**src/core/sac_cfg.svh**
```systemverilog
// How it works
// [RULE_01] amplifier config writes pulse amplifier stage reset
// [RULE_02] channel or reference change pulses input switch
// [RULE_03] start bit write begins a conversion
// [RULE_04] host waits oversampling-ratio samples before start
// [RULE_05] no wait needed when amplifiers bypassed
// [RULE_06] summed elementary conversions give filter notches
// [RULE_07] host clears enables of unused stages
// [RULE_08] host disables all stages when idle
// [RULE_09] host sets both bias fields to 11; t_recom writes 01 to both
// [RULE_10] host keeps third amplifier stage enabled
// [RULE_11] control register: start, count, oversampling, continuous
// [RULE_12] channel register: selector 5:1, reference bit 0
// [RULE_13] four enable bits switch converter and stages
// [RULE_14] channel selector picks positive and negative inputs
// [RULE_15] ratio two^(code+3), count two^code
// [RULE_16] result low and high bytes read-only
`ifndef SAC_CFG_SVH
`define SAC_CFG_SVH

// ****************************************
// register offsets
// ****************************************
`define SAC_ADDR_OUT_LO 8'h50
`define SAC_ADDR_OUT_HI 8'h51
`define SAC_ADDR_CFG0 8'h52
`define SAC_ADDR_CFG1 8'h53
`define SAC_ADDR_CFG2 8'h54
`define SAC_ADDR_CFG3 8'h55
`define SAC_ADDR_CFG4 8'h56
`define SAC_ADDR_CFG5 8'h57

// ****************************************
// reset values
// ****************************************
`define SAC_RST_CFG0 8'h00
`define SAC_RST_CFG1 8'hF0
`define SAC_RST_CFG2 8'h00
`define SAC_RST_CFG3 8'h0C
`define SAC_RST_CFG4 8'h00
`define SAC_RST_CFG5 8'h00

// ****************************************
// field positions
// ****************************************
`define SAC_CFG0_START 7
`define SAC_CFG0_ELEM_CONV_COUNT_CODE_HI 6
`define SAC_CFG0_ELEM_CONV_COUNT_CODE_LO 5
`define SAC_CFG0_OSR_HI 4
`define SAC_CFG0_OSR_LO 2
`define SAC_CFG0_CONTINUOUS_CONVERSION 1
`define SAC_CFG1_ADC_BIAS_HI 7
`define SAC_CFG1_ADC_BIAS_LO 6
`define SAC_CFG1_AMP_BIAS_HI 5
`define SAC_CFG1_AMP_BIAS_LO 4
`define SAC_CFG1_EN_HI 3
`define SAC_CFG1_EN_LO 0
`define SAC_CFG2_FIN_HI 7
`define SAC_CFG2_FIN_LO 6
`define SAC_CFG2_G2_HI 5
`define SAC_CFG2_G2_LO 4
`define SAC_CFG2_OFS2_HI 3
`define SAC_CFG2_OFS2_LO 0
`define SAC_CFG3_G1 7
`define SAC_CFG3_G3_HI 6
`define SAC_CFG3_G3_LO 0
`define SAC_CFG4_OFS3_HI 6
`define SAC_CFG4_OFS3_LO 0
`define SAC_CFG5_BUSY 7
`define SAC_CFG5_DEF 6
`define SAC_CFG5_INPUT_CHANNEL_SELECTOR_HI 5
`define SAC_CFG5_INPUT_CHANNEL_SELECTOR_LO 1
`define SAC_CFG5_REFERENCE_SOURCE_SELECTOR 0
`define SAC_CFG5_WR_MASK 8'h7F

// ****************************************
// timing
// ****************************************
`define SAC_CLK_HZ 100_000_000
`define SAC_FS_MAX_HZ 500_000
`define SAC_SAMP_DIV_BASE 12'(`SAC_CLK_HZ / `SAC_FS_MAX_HZ)
`define SAC_OSR_CODE_BIAS 3
`define SAC_RESULT_BITS 16

`endif

```
**src/core/sac_pkg.sv**
```systemverilog
package sac_pkg;

  typedef enum logic {st_idle, st_run} sac_state_type;

  typedef struct packed {
    logic run;
    logic [13:0] acc;
    logic [9:0] samp_cnt;
    logic [2:0] elem_cnt;
    logic done;
    logic [15:0] result;
  } sac_integ_type;

  typedef struct packed {
    logic [7:0] cfg0;
    logic [7:0] cfg1;
    logic [7:0] cfg2;
    logic [7:0] cfg3;
    logic [7:0] cfg4;
    logic [7:0] cfg5;
    logic mod_s1;
    logic mod_s2;
    logic [11:0] div_cnt;
    logic samp_tick;
    sac_state_type state;
    logic go;
    logic amp_rst;
    logic mux_sw;
    logic [7:0] rd_data;
  } sac_main_type;

endpackage

```
**src/core/sac_integrator.sv**
```systemverilog
`timescale 1ns/1ps
`include "sac_cfg.svh"

module sac_integrator (
  input wire logic clk,
  input wire logic nrst,
  input wire logic ce,
  input wire logic go,
  input wire logic samp_tick,
  input wire logic mod_bit,
  input wire logic [2:0] osr_code,
  input wire logic [1:0] elem_conv_count_code_code,
  output logic done,
  output logic [15:0] result
);

  sac_pkg::sac_integ_type q;
  sac_pkg::sac_integ_type d;
  logic [9:0] osr_last;
  logic [2:0] elem_last;
  logic [4:0] shift;
  logic [29:0] wide;

  // ****************************************
  // count limits and scaling
  // ****************************************
  // shift amount kept four bits wide so codes 5 to 7 do not wrap
  assign osr_last = 10'((11'd1 << (4'(osr_code) + 4'(`SAC_OSR_CODE_BIAS))) - 11'd1); // RULE_15
  assign elem_last = 3'((4'd1 << elem_conv_count_code_code) - 4'd1); // RULE_15
  assign shift = 5'(`SAC_RESULT_BITS) - 5'(osr_code) - 5'(`SAC_OSR_CODE_BIAS) - 5'(elem_conv_count_code_code);

  always_comb
  begin
    d = q;
    d.done = 1'b0;
    wide = {16'h0000, q.acc} << shift;
    if (go)
    begin
      d.run = 1'b1;
      d.acc = 14'h0000;
      d.samp_cnt = 10'h000;
      d.elem_cnt = 3'h0;
    end
    else if (q.run && samp_tick)
    begin
      // elementary conversions summed back to back
      d.acc = q.acc + 14'(mod_bit); // RULE_06
      d.samp_cnt = q.samp_cnt + 10'h001;
      if (q.samp_cnt == osr_last)
      begin
        d.samp_cnt = 10'h000;
        d.elem_cnt = q.elem_cnt + 3'h1;
        if (q.elem_cnt == elem_last)
        begin
          d.run = 1'b0;
          d.done = 1'b1;
          wide = {16'h0000, d.acc} << shift;
          // all-ones input saturates at full scale
          d.result = (wide[29:16] != 14'h0000) ? 16'hFFFF : wide[15:0];
        end
      end
    end
  end

  always_ff @(posedge clk or negedge nrst)
  begin
    if (!nrst)
    begin
      q <= '0;
    end
    else if (ce)
    begin
      q <= d;
    end
  end

  assign done = q.done;
  assign result = q.result;

endmodule

```
**src/core/sac_conv_ctrl.sv**
```systemverilog
`timescale 1ns/1ps
`include "sac_cfg.svh"

module sac_conv_ctrl (
  input wire logic clk,
  input wire logic nrst,
  input wire logic ce,
  input wire logic [7:0] reg_addr,
  input wire logic reg_wr,
  input wire logic [7:0] reg_wdata,
  output logic [7:0] reg_rdata,
  input wire logic mod_bit,
  output logic samp_tick,
  output logic amp_reset,
  output logic input_switch,
  output logic [3:0] stage_enable,
  output logic [1:0] amplifier_bias_select,
  output logic [1:0] converter_bias_select,
  output logic [1:0] sampling_frequency_select,
  output logic first_stage_gain,
  output logic [1:0] second_stage_gain,
  output logic [3:0] second_stage_offset,
  output logic [6:0] third_stage_gain,
  output logic [6:0] third_stage_offset,
  output logic [4:0] input_channel_selector,
  output logic reference_source_selector,
  output logic default_config_select,
  output logic busy,
  output logic conv_done
);

  sac_pkg::sac_main_type q;
  sac_pkg::sac_main_type d;
  logic eng_done;
  logic [15:0] eng_result;
  logic [2:0] oversampling_code;
  logic [1:0] elem_conv_count_code;
  logic continuous_conversion;
  logic [11:0] div_last;
  logic cfg5_busy;

  // ****************************************
  // field views
  // ****************************************
  assign oversampling_code = q.cfg0[`SAC_CFG0_OSR_HI:`SAC_CFG0_OSR_LO]; // RULE_11
  assign elem_conv_count_code = q.cfg0[`SAC_CFG0_ELEM_CONV_COUNT_CODE_HI:`SAC_CFG0_ELEM_CONV_COUNT_CODE_LO]; // RULE_11
  assign continuous_conversion = q.cfg0[`SAC_CFG0_CONTINUOUS_CONVERSION]; // RULE_11
  assign div_last = 12'((`SAC_SAMP_DIV_BASE << sampling_frequency_select) - 12'd1);
  assign cfg5_busy = (q.state == sac_pkg::st_run);

  always_comb
  begin
    d = q;
    d.go = 1'b0;
    d.amp_rst = 1'b0;
    d.mux_sw = 1'b0;
    d.samp_tick = 1'b0;

    // modulator bit passes two flops first
    d.mod_s1 = mod_bit;
    d.mod_s2 = q.mod_s1;

    // sampling clock from the system clock
    if (q.div_cnt >= div_last)
    begin
      d.div_cnt = 12'h000;
      d.samp_tick = 1'b1;
    end
    else
    begin
      d.div_cnt = q.div_cnt + 12'h001;
    end

    // ****************************************
    // register writes
    // ****************************************
    if (reg_wr)
    begin
      if (reg_addr == `SAC_ADDR_CFG0)
      begin
        d.cfg0 = reg_wdata & 8'hFE;
        if (reg_wdata[`SAC_CFG0_START] && (q.state == sac_pkg::st_idle))
        begin
          d.go = 1'b1; // RULE_03
          d.state = sac_pkg::st_run;
        end
        else if (q.state == sac_pkg::st_run)
        begin
          // start stays set while a conversion runs
          d.cfg0[`SAC_CFG0_START] = 1'b1;
        end
      end
      else if (reg_addr == `SAC_ADDR_CFG1)
      begin
        d.cfg1 = reg_wdata; // RULE_13
        d.amp_rst = 1'b1; // RULE_01
      end
      else if (reg_addr == `SAC_ADDR_CFG2)
      begin
        d.cfg2 = reg_wdata;
        d.amp_rst = 1'b1; // RULE_01
      end
      else if (reg_addr == `SAC_ADDR_CFG3)
      begin
        d.cfg3 = reg_wdata;
        d.amp_rst = 1'b1; // RULE_01
      end
      else if (reg_addr == `SAC_ADDR_CFG4)
      begin
        d.cfg4 = reg_wdata & 8'h7F;
        d.amp_rst = 1'b1; // RULE_01
      end
      else if (reg_addr == `SAC_ADDR_CFG5)
      begin
        d.cfg5 = reg_wdata & `SAC_CFG5_WR_MASK; // RULE_12
        d.amp_rst = 1'b1; // RULE_01
        if (reg_wdata[`SAC_CFG5_INPUT_CHANNEL_SELECTOR_HI:`SAC_CFG5_REFERENCE_SOURCE_SELECTOR] != q.cfg5[`SAC_CFG5_INPUT_CHANNEL_SELECTOR_HI:`SAC_CFG5_REFERENCE_SOURCE_SELECTOR])
        begin
          d.mux_sw = 1'b1; // RULE_02
        end
      end
    end

    // ****************************************
    // conversion sequencing
    // ****************************************
    case (q.state)
      sac_pkg::st_idle:
      begin
      end
      sac_pkg::st_run:
      begin
        if (eng_done)
        begin
          if (continuous_conversion)
          begin
            d.go = 1'b1;
          end
          else
          begin
            d.state = sac_pkg::st_idle;
            d.cfg0[`SAC_CFG0_START] = 1'b0;
          end
        end
      end
      default:
      begin
        d.state = sac_pkg::st_idle;
      end
    endcase

    // ****************************************
    // registered read data
    // ****************************************
    if (reg_addr == `SAC_ADDR_OUT_LO)
    begin
      d.rd_data = eng_result[7:0]; // RULE_16
    end
    else if (reg_addr == `SAC_ADDR_OUT_HI)
    begin
      d.rd_data = eng_result[15:8]; // RULE_16
    end
    else if (reg_addr == `SAC_ADDR_CFG0)
    begin
      d.rd_data = q.cfg0;
    end
    else if (reg_addr == `SAC_ADDR_CFG1)
    begin
      d.rd_data = q.cfg1;
    end
    else if (reg_addr == `SAC_ADDR_CFG2)
    begin
      d.rd_data = q.cfg2;
    end
    else if (reg_addr == `SAC_ADDR_CFG3)
    begin
      d.rd_data = q.cfg3;
    end
    else if (reg_addr == `SAC_ADDR_CFG4)
    begin
      d.rd_data = q.cfg4;
    end
    else if (reg_addr == `SAC_ADDR_CFG5)
    begin
      d.rd_data = {cfg5_busy, q.cfg5[6:0]};
    end
    else
    begin
      d.rd_data = 8'h00;
    end
  end

  always_ff @(posedge clk or negedge nrst)
  begin
    if (!nrst)
    begin
      q.cfg0 <= `SAC_RST_CFG0;
      q.cfg1 <= `SAC_RST_CFG1;
      q.cfg2 <= `SAC_RST_CFG2;
      q.cfg3 <= `SAC_RST_CFG3;
      q.cfg4 <= `SAC_RST_CFG4;
      q.cfg5 <= `SAC_RST_CFG5;
      q.mod_s1 <= 1'b0;
      q.mod_s2 <= 1'b0;
      q.div_cnt <= 12'h000;
      q.samp_tick <= 1'b0;
      q.state <= sac_pkg::st_idle;
      q.go <= 1'b0;
      q.amp_rst <= 1'b0;
      q.mux_sw <= 1'b0;
      q.rd_data <= 8'h00;
    end
    else if (ce)
    begin
      q <= d;
    end
  end

  // ****************************************
  // decimating integrator
  // ****************************************
  sac_integrator u_integ (
    .clk(clk),
    .nrst(nrst),
    .ce(ce),
    .go(q.go),
    .samp_tick(q.samp_tick),
    .mod_bit(q.mod_s2),
    .osr_code(oversampling_code),
    .elem_conv_count_code_code(elem_conv_count_code),
    .done(eng_done),
    .result(eng_result)
  );

  // ****************************************
  // outputs
  // ****************************************
  assign reg_rdata = q.rd_data;
  assign samp_tick = q.samp_tick;
  assign amp_reset = q.amp_rst;
  assign input_switch = q.mux_sw;
  assign stage_enable = q.cfg1[`SAC_CFG1_EN_HI:`SAC_CFG1_EN_LO]; // RULE_13
  assign converter_bias_select = q.cfg1[`SAC_CFG1_ADC_BIAS_HI:`SAC_CFG1_ADC_BIAS_LO];
  assign amplifier_bias_select = q.cfg1[`SAC_CFG1_AMP_BIAS_HI:`SAC_CFG1_AMP_BIAS_LO];
  assign sampling_frequency_select = q.cfg2[`SAC_CFG2_FIN_HI:`SAC_CFG2_FIN_LO];
  assign second_stage_gain = q.cfg2[`SAC_CFG2_G2_HI:`SAC_CFG2_G2_LO];
  assign second_stage_offset = q.cfg2[`SAC_CFG2_OFS2_HI:`SAC_CFG2_OFS2_LO];
  assign first_stage_gain = q.cfg3[`SAC_CFG3_G1];
  assign third_stage_gain = q.cfg3[`SAC_CFG3_G3_HI:`SAC_CFG3_G3_LO];
  assign third_stage_offset = q.cfg4[`SAC_CFG4_OFS3_HI:`SAC_CFG4_OFS3_LO];
  assign input_channel_selector = q.cfg5[`SAC_CFG5_INPUT_CHANNEL_SELECTOR_HI:`SAC_CFG5_INPUT_CHANNEL_SELECTOR_LO]; // RULE_14
  assign reference_source_selector = q.cfg5[`SAC_CFG5_REFERENCE_SOURCE_SELECTOR]; // RULE_12
  assign default_config_select = q.cfg5[`SAC_CFG5_DEF];
  assign busy = cfg5_busy;
  assign conv_done = eng_done;

endmodule

```
**config.mk**
```make
export PLATFORM = sky130hd
export DESIGN_NAME = sac_conv_ctrl
export DESIGN_NICKNAME = d
export VERILOG_FILES = /design/src/core/sac_pkg.sv /design/src/core/sac_integrator.sv /design/src/core/sac_conv_ctrl.sv
export VERILOG_INCLUDE_DIRS = /design/src /design/src/core
export SDC_FILE = /design/constraint.sdc
export NUM_CORES = 1
export LEC_CHECK = 0
export BUFFER_PORTS_ARGS = -buffer_cell sky130_fd_sc_hd__buf_2
export CORE_ASPECT_RATIO = 1.2
export CORE_MARGIN = 2
export CORE_UTILIZATION = 40
export DETAILED_ROUTE_END_ITERATION = 8
export MAX_ROUTING_LAYER = met4
export PLACE_DENSITY = 0.65
export SYNTH_ARGS = -nofsm -noshare
export SYNTH_HDL_FRONTEND = slang
export SYNTH_SLANG_ARGS = --single-unit
```
**constraint.sdc**
```tcl
create_clock -name clk -period 5.27 [get_ports clk]
set_input_delay 0.7905 -clock clk [delete_from_list [all_inputs] [get_ports clk]]
set_output_delay 0.7905 -clock clk [all_outputs]
set_load 0.01 [all_outputs]
```
# [Word level (Yosys, flattened, before mapping)]
# Index checks and enable logic that the tools add are counted.
[totals] in_bits=21 output_inout_bits=51 reg_bits=117 wordCells=125
[op_classes] n_reduce_logical=16 addsub=11 muxes=53 eq_ne=11 shifts=4 bitwise_logic=7 order_cmp=1
[op_table] op="$mux 8" n=12
[op_table] op="$eq 8x7->1 const B" n=8
[op_table] op="$mux 48" n=1
[op_table] op="$mux 45" n=1
[op_table] op="$mux 40" n=1
[op_table] op="$mux 17" n=2
[op_table] op="$mux 32" n=1
[op_table] op="$mux 30" n=1
[op_table] op="$shl 14x5->30" n=1
[op_table] op="$mux 28" n=1
[op_table] op="$mux 24" n=1
[op_table] op="$mux 7" n=3
[op_table] op="$mux 1" n=19
[op_table] op="$mux 16" n=1
[op_table] op="$mux 15" n=1
[op_table] op="$add 14x1->14" n=1
[op_table] op="$reduce_bool 14->1" n=1
[op_table] op="$add 12x1->12 const B" n=1
[op_table] op="$ge 12x12->1" n=1
[op_table] op="$mux 12" n=1
[op_table] op="$mux 2" n=6
[op_table] op="$shl 8x2->12 const A" n=1
[op_table] op="$sub 12x1->12 const B" n=1
[op_table] op="$add 10x1->10 const B" n=1
[op_table] op="23 further kinds" n=35

# [Depth between registers and ports, before layout]
# Gate-level depths: netlist of the first run.
[logic_depth] depth_word=12 ltp_mapped=14 mapped_depth_nobuf=12

# [Hierarchy]
# Synthesis of the first run repeated with hierarchy kept, for this count alone.
[hier_totals] hier_cells=894 area_unflattened_um2=8191.6
[modules_own_cells] mod="sac_conv_ctrl" area_per_inst_um2=4347.9 seq_area_each_um2=1809.2 instances=1 cells_per_inst=416
[modules_own_cells] mod="sac_integrator" area_per_inst_um2=3843.7 seq_area_each_um2=1126.1 instances=1 cells_per_inst=478

# [Worst setup path after synthesis of the first run]
# No wires, ideal clock.
[synth_timing] kind="register -> register" startpoint="register q (netlist bit elem_conv_count_code[1])" endpoint="register u_integ.q (netlist bit u_integ.result[15])" n_path_buf=3 setup_slack_ps=2209 path_stages_with_launch=14 synth_period_minus_slack_ps=3061 t_arrival_ps=2923 required_time_ps=5132 setup_ps=138 cell_sequence="dfrtp_1 > ha_1 > inv_1 > ha_1 > clkbuf_1 > buf_2 > buf_4 > nor3_1 > a221oi_1 > o221ai_1 > a21boi_0 > o2111ai_1 > nor4_4 > a21oi_1"
[synth_via] elab_chain_cells=4 word_cells_on_any_way=8
[synth_rtl] item="start: declaration" line_no="sac_conv_ctrl.sv:32" rtl="sac_pkg::sac_main_type q;"
[synth_rtl] item="$sub 5x2->5 or $shl 1x2->3 (tied branches)" line_no="sac_integrator.sv:30, sac_integrator.sv:29"
[synth_rtl] item="$shl 14x5->30 or $sub 3x1->3 (tied branches)" line_no="sac_integrator.sv:57, sac_integrator.sv:29"
[synth_rtl] item="$reduce_bool 14->1 or $eq 3x3->1 (tied branches)" line_no="sac_integrator.sv:59, sac_integrator.sv:53"
[synth_rtl] item="$mux 16 or $reduce_and 5->1 (tied branches)"
[synth_rtl] item="end signal: assignment" line_no="sac_integrator.sv:69" rtl="q <= '0;"
[synth_rtl] item="end signal: assignment" line_no="sac_integrator.sv:73" rtl="q <= d;"
[synth_rtl] item="end: declaration" line_no="sac_integrator.sv:17" rtl="sac_pkg::sac_integ_type q;"
# Parallel ways exist; a longest one is shown, timed or not.
# A chain may end at the register's enable or synchronous reset.

# [Worst setup path in the final report of the first run]
[layout_timing] startpoint="register q (netlist bit oversampling_code[1])" endpoint="register u_integ.q (netlist bit u_integ.result[12])"
[layout_via] elab_chain_cells=6 word_cells_on_any_way=11
[layout_rtl] item="$sub 5x3->5" line_no="sac_integrator.sv:30" rtl="assign shift = 5'(`SAC_RESULT_BITS) - 5'(osr_code) - 5'(`SAC_OSR_CODE_BIAS) - 5'(elem_conv_count_code_code);"
[layout_rtl] item="$sub 5x2->5 (2 in series)" line_no="sac_integrator.sv:30"
[layout_rtl] item="$shl 14x5->30" line_no="sac_integrator.sv:57" rtl="wide = {16'h0000, d.acc} << shift;"
[layout_rtl] item="$reduce_bool 14->1" line_no="sac_integrator.sv:59" rtl="d.result = (wide[29:16] != 14'h0000) ? 16'hFFFF : wide[15:0];"
[layout_rtl] item="$mux 16" line_no="sac_integrator.sv:59"
# Parallel ways exist; a longest one is shown, timed or not.

==> results of run 1 <==
[power by group through the flow]
stage	clock network [uW]	logic [uW]	registers, uW
after floorplan	0	326	1050
after global placement	0	419	1080
after detailed placement	0	427	1080
after CTS	1170	428	1060
after global routing	1210	475	1080
final	1150	427	1060
[routing by layer]
metal	share of wire, %	up-vias	global-route usage [%]
li1	-	3001	-
met3	4.9	38	3.54
met2	49	190	31.8
met5	0	-	-
met1	44	3073	26.1
met4	2.3	0	6.76
[cells by family after synthesis]
logic type	count (synthesis)	share of synthesized area, %
AOI/OAI and AO/OA	210	18.3
xor gates and xnor gates	33	3.78
adders and majority gates	22	3.70
buffers and inverters	123	8.46
DFF	117	38.4
muxes	72	10.5
other	1	0.0490
and+or+nand+nor	260	16.8
[worst max-delay path, stage by stage (launching register included)]
cell	delay [ps]
dfrtp_1	510
ha_1	340
inv_1	40
ha_1	780
inv_1	410
a2111o_1	450
o211ai_1	180
a41o_1	290
nand3b_1	190
nor4_4	560
a21oi_1	130
[flip-flops by register name, summed over array words and instances (netlist names), 2 cells and up]
| register | cells |
|---|---|
| stage_enable | 4 |
| converter_bias_select | 2 |
| elem_conv_count_code | 2 |
| u_integ.q | 28 |
| sampling_frequency_select | 2 |
| u_integ.result | 16 |
| amplifier_bias_select | 2 |
| q | 15 |
| third_stage_offset | 7 |
| reg_rdata | 8 |
| second_stage_gain | 2 |
| third_stage_gain | 7 |
| input_channel_selector | 5 |
| oversampling_code | 3 |
| second_stage_offset | 4 |
[path summary, 6_finish.rpt]
path | slack (ps) | endpoint | cells after the start
worst max-delay path | 1220 | u_integ.result[12] | 10
max in group asynchronous | 3590 | u_integ.result[4] | 2
min in group clk | 500 | amp_reset | 1
worst max register to register | 1220 | u_integ.result[12] | 10
worst min-delay path | 430 | q[23] | 1
worst min register to register | 500 | amp_reset | 1
[cell type report]
cell class | instances | share of cell area [%]
multi-input combinational | 600 | 48.4
sequential | 117 | 34.8
clock buffer | 24 | 5.84
timing repair buffer | 75 | 4.60
tap | 256 | 3.80
inverter | 31 | 1.38
clock inverter | 8 | 1.17
[per-stage QoR]
step | utilization (%) | hold slack, ps | area (um2)
finish | 44.8 | 434 | 8420
global route | 44.8 | 489 | 8420
CTS | 44.8 | 459 | 8420
detailed placement | 41.7 | 486 | 7830
global placement | 41.7 | 476 | 7830
floorplan | - | 467 | 7650
[cells in the mapped netlist (10+ instances only)]
| library cell | instances |
|---|---|
| dfrtp_1 | 111 |
| nand2_1 | 63 |
| xnor2_1 | 18 |
| o21ai_0 | 60 |
| inv_1 | 30 |
| nor3_1 | 20 |
| mux2_2 | 56 |
| o31ai_1 | 10 |
| buf_4 | 45 |
| nand4_1 | 13 |
| a21oi_1 | 39 |
| mux2i_1 | 15 |
| nand3_1 | 29 |
| buf_2 | 12 |
| a211oi_1 | 10 |
| ha_1 | 21 |
| and3_1 | 10 |
| xor2_1 | 15 |
| nor2_1 | 78 |
| o22ai_1 | 10 |
| clkbuf_1 | 30 |
==> results by group, run 1 <==
Routing
  – Initial drt markers: between 400 and 500
  – DRC: 0
  – Via density: 5.67
  – Pre-antenna DRT Iters: 7
  – Post-DR wirelength/cell: 17.3 um
  – Routed Antenna Nets: 0
  – Vias: 6302
  – Final wirelength: 19200 um

Synth
  – Netlist cell types: between 70 and 80
  – Post-synthesis register bit count: 117
  – Synthesized area: 7650 um2
  – Post-synth top flop: dfrtp_1
  – YS warnings: 0
  – Area fraction of the dominant cell type after synthesis: 36.3%
  – Syn Area/Cell: 9.13 um2
  – Sequential share of the synthesized area: a little under two fifths
  – EDFF count, synth: 0
  – Cells after Synth: approximately 840
  – Ys async rst share: 100%
  – Cell taking the most area after synthesis: dfrtp_1
  – Synth top area cells: dfrtp_1 (36%), mux2_2 (8.2%), buf_4 (4.4%)

Placed design
  – GPL Wtd Cong: 0.880
  – IO Port Bufs: 71
  – Pre-CTS setup slack: 1270 ps
  – Placed Cells: 1079
  – HPWL after detailed placement: 13800 um

Global route
  – Global route overflow: 0
  – Vias in the first global route: 5877
  – Total Routing Usage GR: 20.1%
  – Global-route wire length before repair: 31100 um
  – Largest net degree at the start of global routing: 60
  – Initial antenna violation count: 0

Power and ir drop
  – Flop pwr share: between 40% and 50%
  – Peak supply drop: 0.000231 V
  – Leak: 0.00381 uW
  – Int Power: approximately 1900 uW
  – Total power draw: 2640 uW
  – Power Density: 314 nW/um2
  – NetSw: 753 uW
  – Clock power frac: 43.6%
  – Net Sw Frac: 28.5%
  – Logic gate share of total power: 16.1%

Setup path
  – Critical path peak fanout: 25
  – Critical path arrival: 4320 ps
  – CP Class: reg -> reg
  – Endpoint kind of the worst setup timing path: flop
  – Startpoint class of the critical path: flop
  – Crit path from: oversampling_code[1]
  – Reg-to-Reg Start: oversampling_code[1]
  – CP required: 5540 ps

STA
  – Final WS setup: 1220 ps
  – Tightest Pin Transition: 1080 ps
  – Tcrit/Tclk final: 76.9%
  – Hold Fails Final Rpt: 0
  – Fin crit period: a little over 4000 ps
  – Max-slew violation count: 0
  – Worst slew margin: between 20 and 30%
  – Setup Skew: 9.05 ps
  – Setup TNS after final layout: 0 ps
  – Unrepaired setup endpoints after global routing: false
  – Setup violators final: 0
  – Max Freq: 0.247 GHz

Die
  – Die Wd: about 130 um
  – Initial Utilization: around two fifths
  – Die Area: 20200 um2
  – Die H: 155 um
  – Core Footprint: ~19000 um2
  – Site Rows: 55
  – IO Pins: between 70 and 80

Clock network
  – Clock Path Buffers: 2
  – CTS root buffer: clkbuf_16
  – CTS buffer count: 17
  – Clk sink count: about 120
  – Setup repair bufs after CTS: 0
  – CTS tree: yes
  – Htree depth: 4
  – Clk pin slew, worst setup/hold paths: 50 ps
  – CTS resizes: 0
  – Clock latency on the worst-skew pair: 420 ps
  – Hold Buf Count CTS: 0

Layout
  – N_diodes: 0
  – Multi-input logic area: between 4000 and 5000 um2
  – Area grow syn2layout: 10.1%
  – Layout cells sized above 1: between 20% and 30%
  – Seq. cell area: 2940 um2
  – Fin cells: 1111
  – Filler cell count: 1857
  – Most frequent cells in the layout: dfrtp_1 (111), nor2_1 (78), buf_2 (70), nand2_1 (63), o21ai_0 (60)
  – Net count reported at finish: between 800 and 900
  – Commonest non-fill, non-tap cell in the layout: dfrtp_1

Min path
  – Hold Crit Class: in -> async

Status
  – Status: finished, final reports clean

Flow run
  – Max cap viols: 0
Power figures use the tool's default switching activity.
==> run 2, diff against run 1 <==
==> constraint.sdc (replaced) <==
create_clock -name clk -period 4 [get_ports clk]
set_input_delay 0.6 -clock clk [delete_from_list [all_inputs] [get_ports clk]]
set_output_delay 0.6 -clock clk [all_outputs]
set_load 0.01 [all_outputs]
==> results by group, run 2 (synthesized netlist as in run 1, its figures left out) <==
STA
  – Unrepaired setup endpoints after global routing: false
  – Setup violators final: 0
  – Setup Skew: 8.00 ps
  – Setup TNS after final layout: 0 ps
  – Tightest Pin Transition: 998 ps
  – Fin crit period: 3500 ps
  – Tcrit/Tclk final: between 80 and 90%
  – Worst slew margin: 33.4%
  – Max-slew violation count: 0
  – Max Freq: 0.286 GHz
  – Hold Fails Final Rpt: 0

Die
  – Initial Utilization: approximately 41%
  – Die Wd: 130 um
  – Die Area: a little over 20000 um2
  – Core Footprint: 18800 um2
  – Die H: between 150 and 200 um
  – IO Pins: 72
  – Site Rows: between 50 and 60

Clock network
  – Clock latency on the worst-skew pair: 420 ps
  – CTS buffer count: 17
  – Clk sink count: about 120
  – Clk pin slew, worst setup/hold paths: 60 ps
  – CTS root buffer: clkbuf_16
  – Hold Buf Count CTS: 0
  – Clock Path Buffers: 2
  – CTS tree: yes
  – Htree depth: 4

Power and ir drop
  – Leak: 0.00386 uW
  – Power Density: 421 nW/um2
  – Peak supply drop: 0.000305 V

Routing
  – Initial drt markers: 428
  – Final wirelength: 19600 um
  – Pre-antenna DRT Iters: 5
  – Post-DR wirelength/cell: 17.5 um
  – DRC: 0
  – Routed Antenna Nets: 0
  – Via density: around 5.7
  – Vias: approximately 6400

Global route
  – Total Routing Usage GR: 20.6%
  – Global-route wire length before repair: 32000 um
  – Global route overflow: 0
  – Initial antenna violation count: 0
  – Vias in the first global route: 6210
  – Largest net degree at the start of global routing: 80

Placed design
  – GPL Wtd Cong: 0.920
  – Placed Area: around 7900 um2
  – HPWL after detailed placement: 14000 um
  – IO Port Bufs: 71
  – Placed Cells: 1088

Layout
  – Final instance area: 8540 um2
  – Commonest non-fill, non-tap cell in the layout: dfrtp_1
  – Net count reported at finish: slightly below 900
  – Fin cells: 1120
  – Max reg flops: 28
  – Layout cells sized above 1: 22.7%
  – Most frequent cells in the layout: dfrtp_1 (111), nor2_1 (78), buf_2 (70), nand2_1 (63), o21ai_0 (60)
  – Area grow syn2layout: 11.6%
  – N_diodes: 0
  – Top reg by flops: u_integ.q

Setup path
  – CP Class: reg -> reg
  – Critical path arrival: 3780 ps
  – CP required: 4280 ps
  – Startpoint class of the critical path: flop
  – Endpoint kind of the worst setup timing path: flop
  – Critical path peak fanout: 19

Min path
  – Hold Crit Class: in -> async

Flow run
  – Max cap viols: 0

Status
  – Status: finished, final reports clean
run 2: worst paths after layout:
check | to | cells past startpoint | start | slack, ps
worst max-delay path | u_integ.result[5] | 10 | oversampling_code[0] | 500
worst min-delay path | third_stage_gain[5] | 1 | nrst | 350
worst max register to register | u_integ.result[5] | 10 | oversampling_code[0] | 500
worst min register to register | amp_reset | 1 | amp_reset | 500
max in group asynchronous | amplifier_bias_select[1] | 2 | nrst | 2700
min in group clk | d[25] | 2 | mod_bit | 440
run 2: area by class of cell:
type	count	area (um2)
clock buffer	20	457
clock inverter	12	176
fill	1813	10300
inverter	31	116
multi-input combinational	600	4080
sequential	117	2940
tap	256	320
timing repair buffer	84	455
run 2: metal layers:
layer | GRT usage, % | up-vias | part of all wire [%]
li1 | - | 3016 | -
met1 | 25.2 | 3069 | 44
met2 | 33.3 | 230 | 48
met3 | 3.78 | 48 | 5.2
met4 | 8.60 | 0 | 3.0
met5 | - | - | 0
run 2: worst max-delay path, cell delays in order, from the launching register on:
cell,delay (ps)
dfrtp_1,530
ha_1,200
inv_1,40
ha_2,540
inv_1,280
a2111o_1,430
o211ai_1,190
a41o_1,290
nand3b_1,180
nor4_4,550
nor3_1,130
run 2: per-stage QoR:
step / utilization (%) / hold WS, ps / power, uW / setup WS, ps
2_1_floorplan: - / 304 / 1810 / 939
3_3_place_gp: 42.1 / 478 / 1970 / 393
3_5_place_dp: 42.1 / 467 / 1980 / 329
4_1_cts: 45.4 / 393 / 3620 / 309
5_1_grt: 45.4 / 429 / 3750 / 213
6_report: 45.4 / 353 / 3600 / 503
run 2: power breakdown:
part,switching [uW],internal [uW]
clock,553,1070
combinational,338,233
sequential,117,1280
total,1010,2590
run 2: timing repair:
item                                    4_1_cts  5_1_grt
hold endpoints to repair                      0        0
gates resized for setup                       0        1
endpoints found under the setup margin        0        9
setup buffers                                 0        0
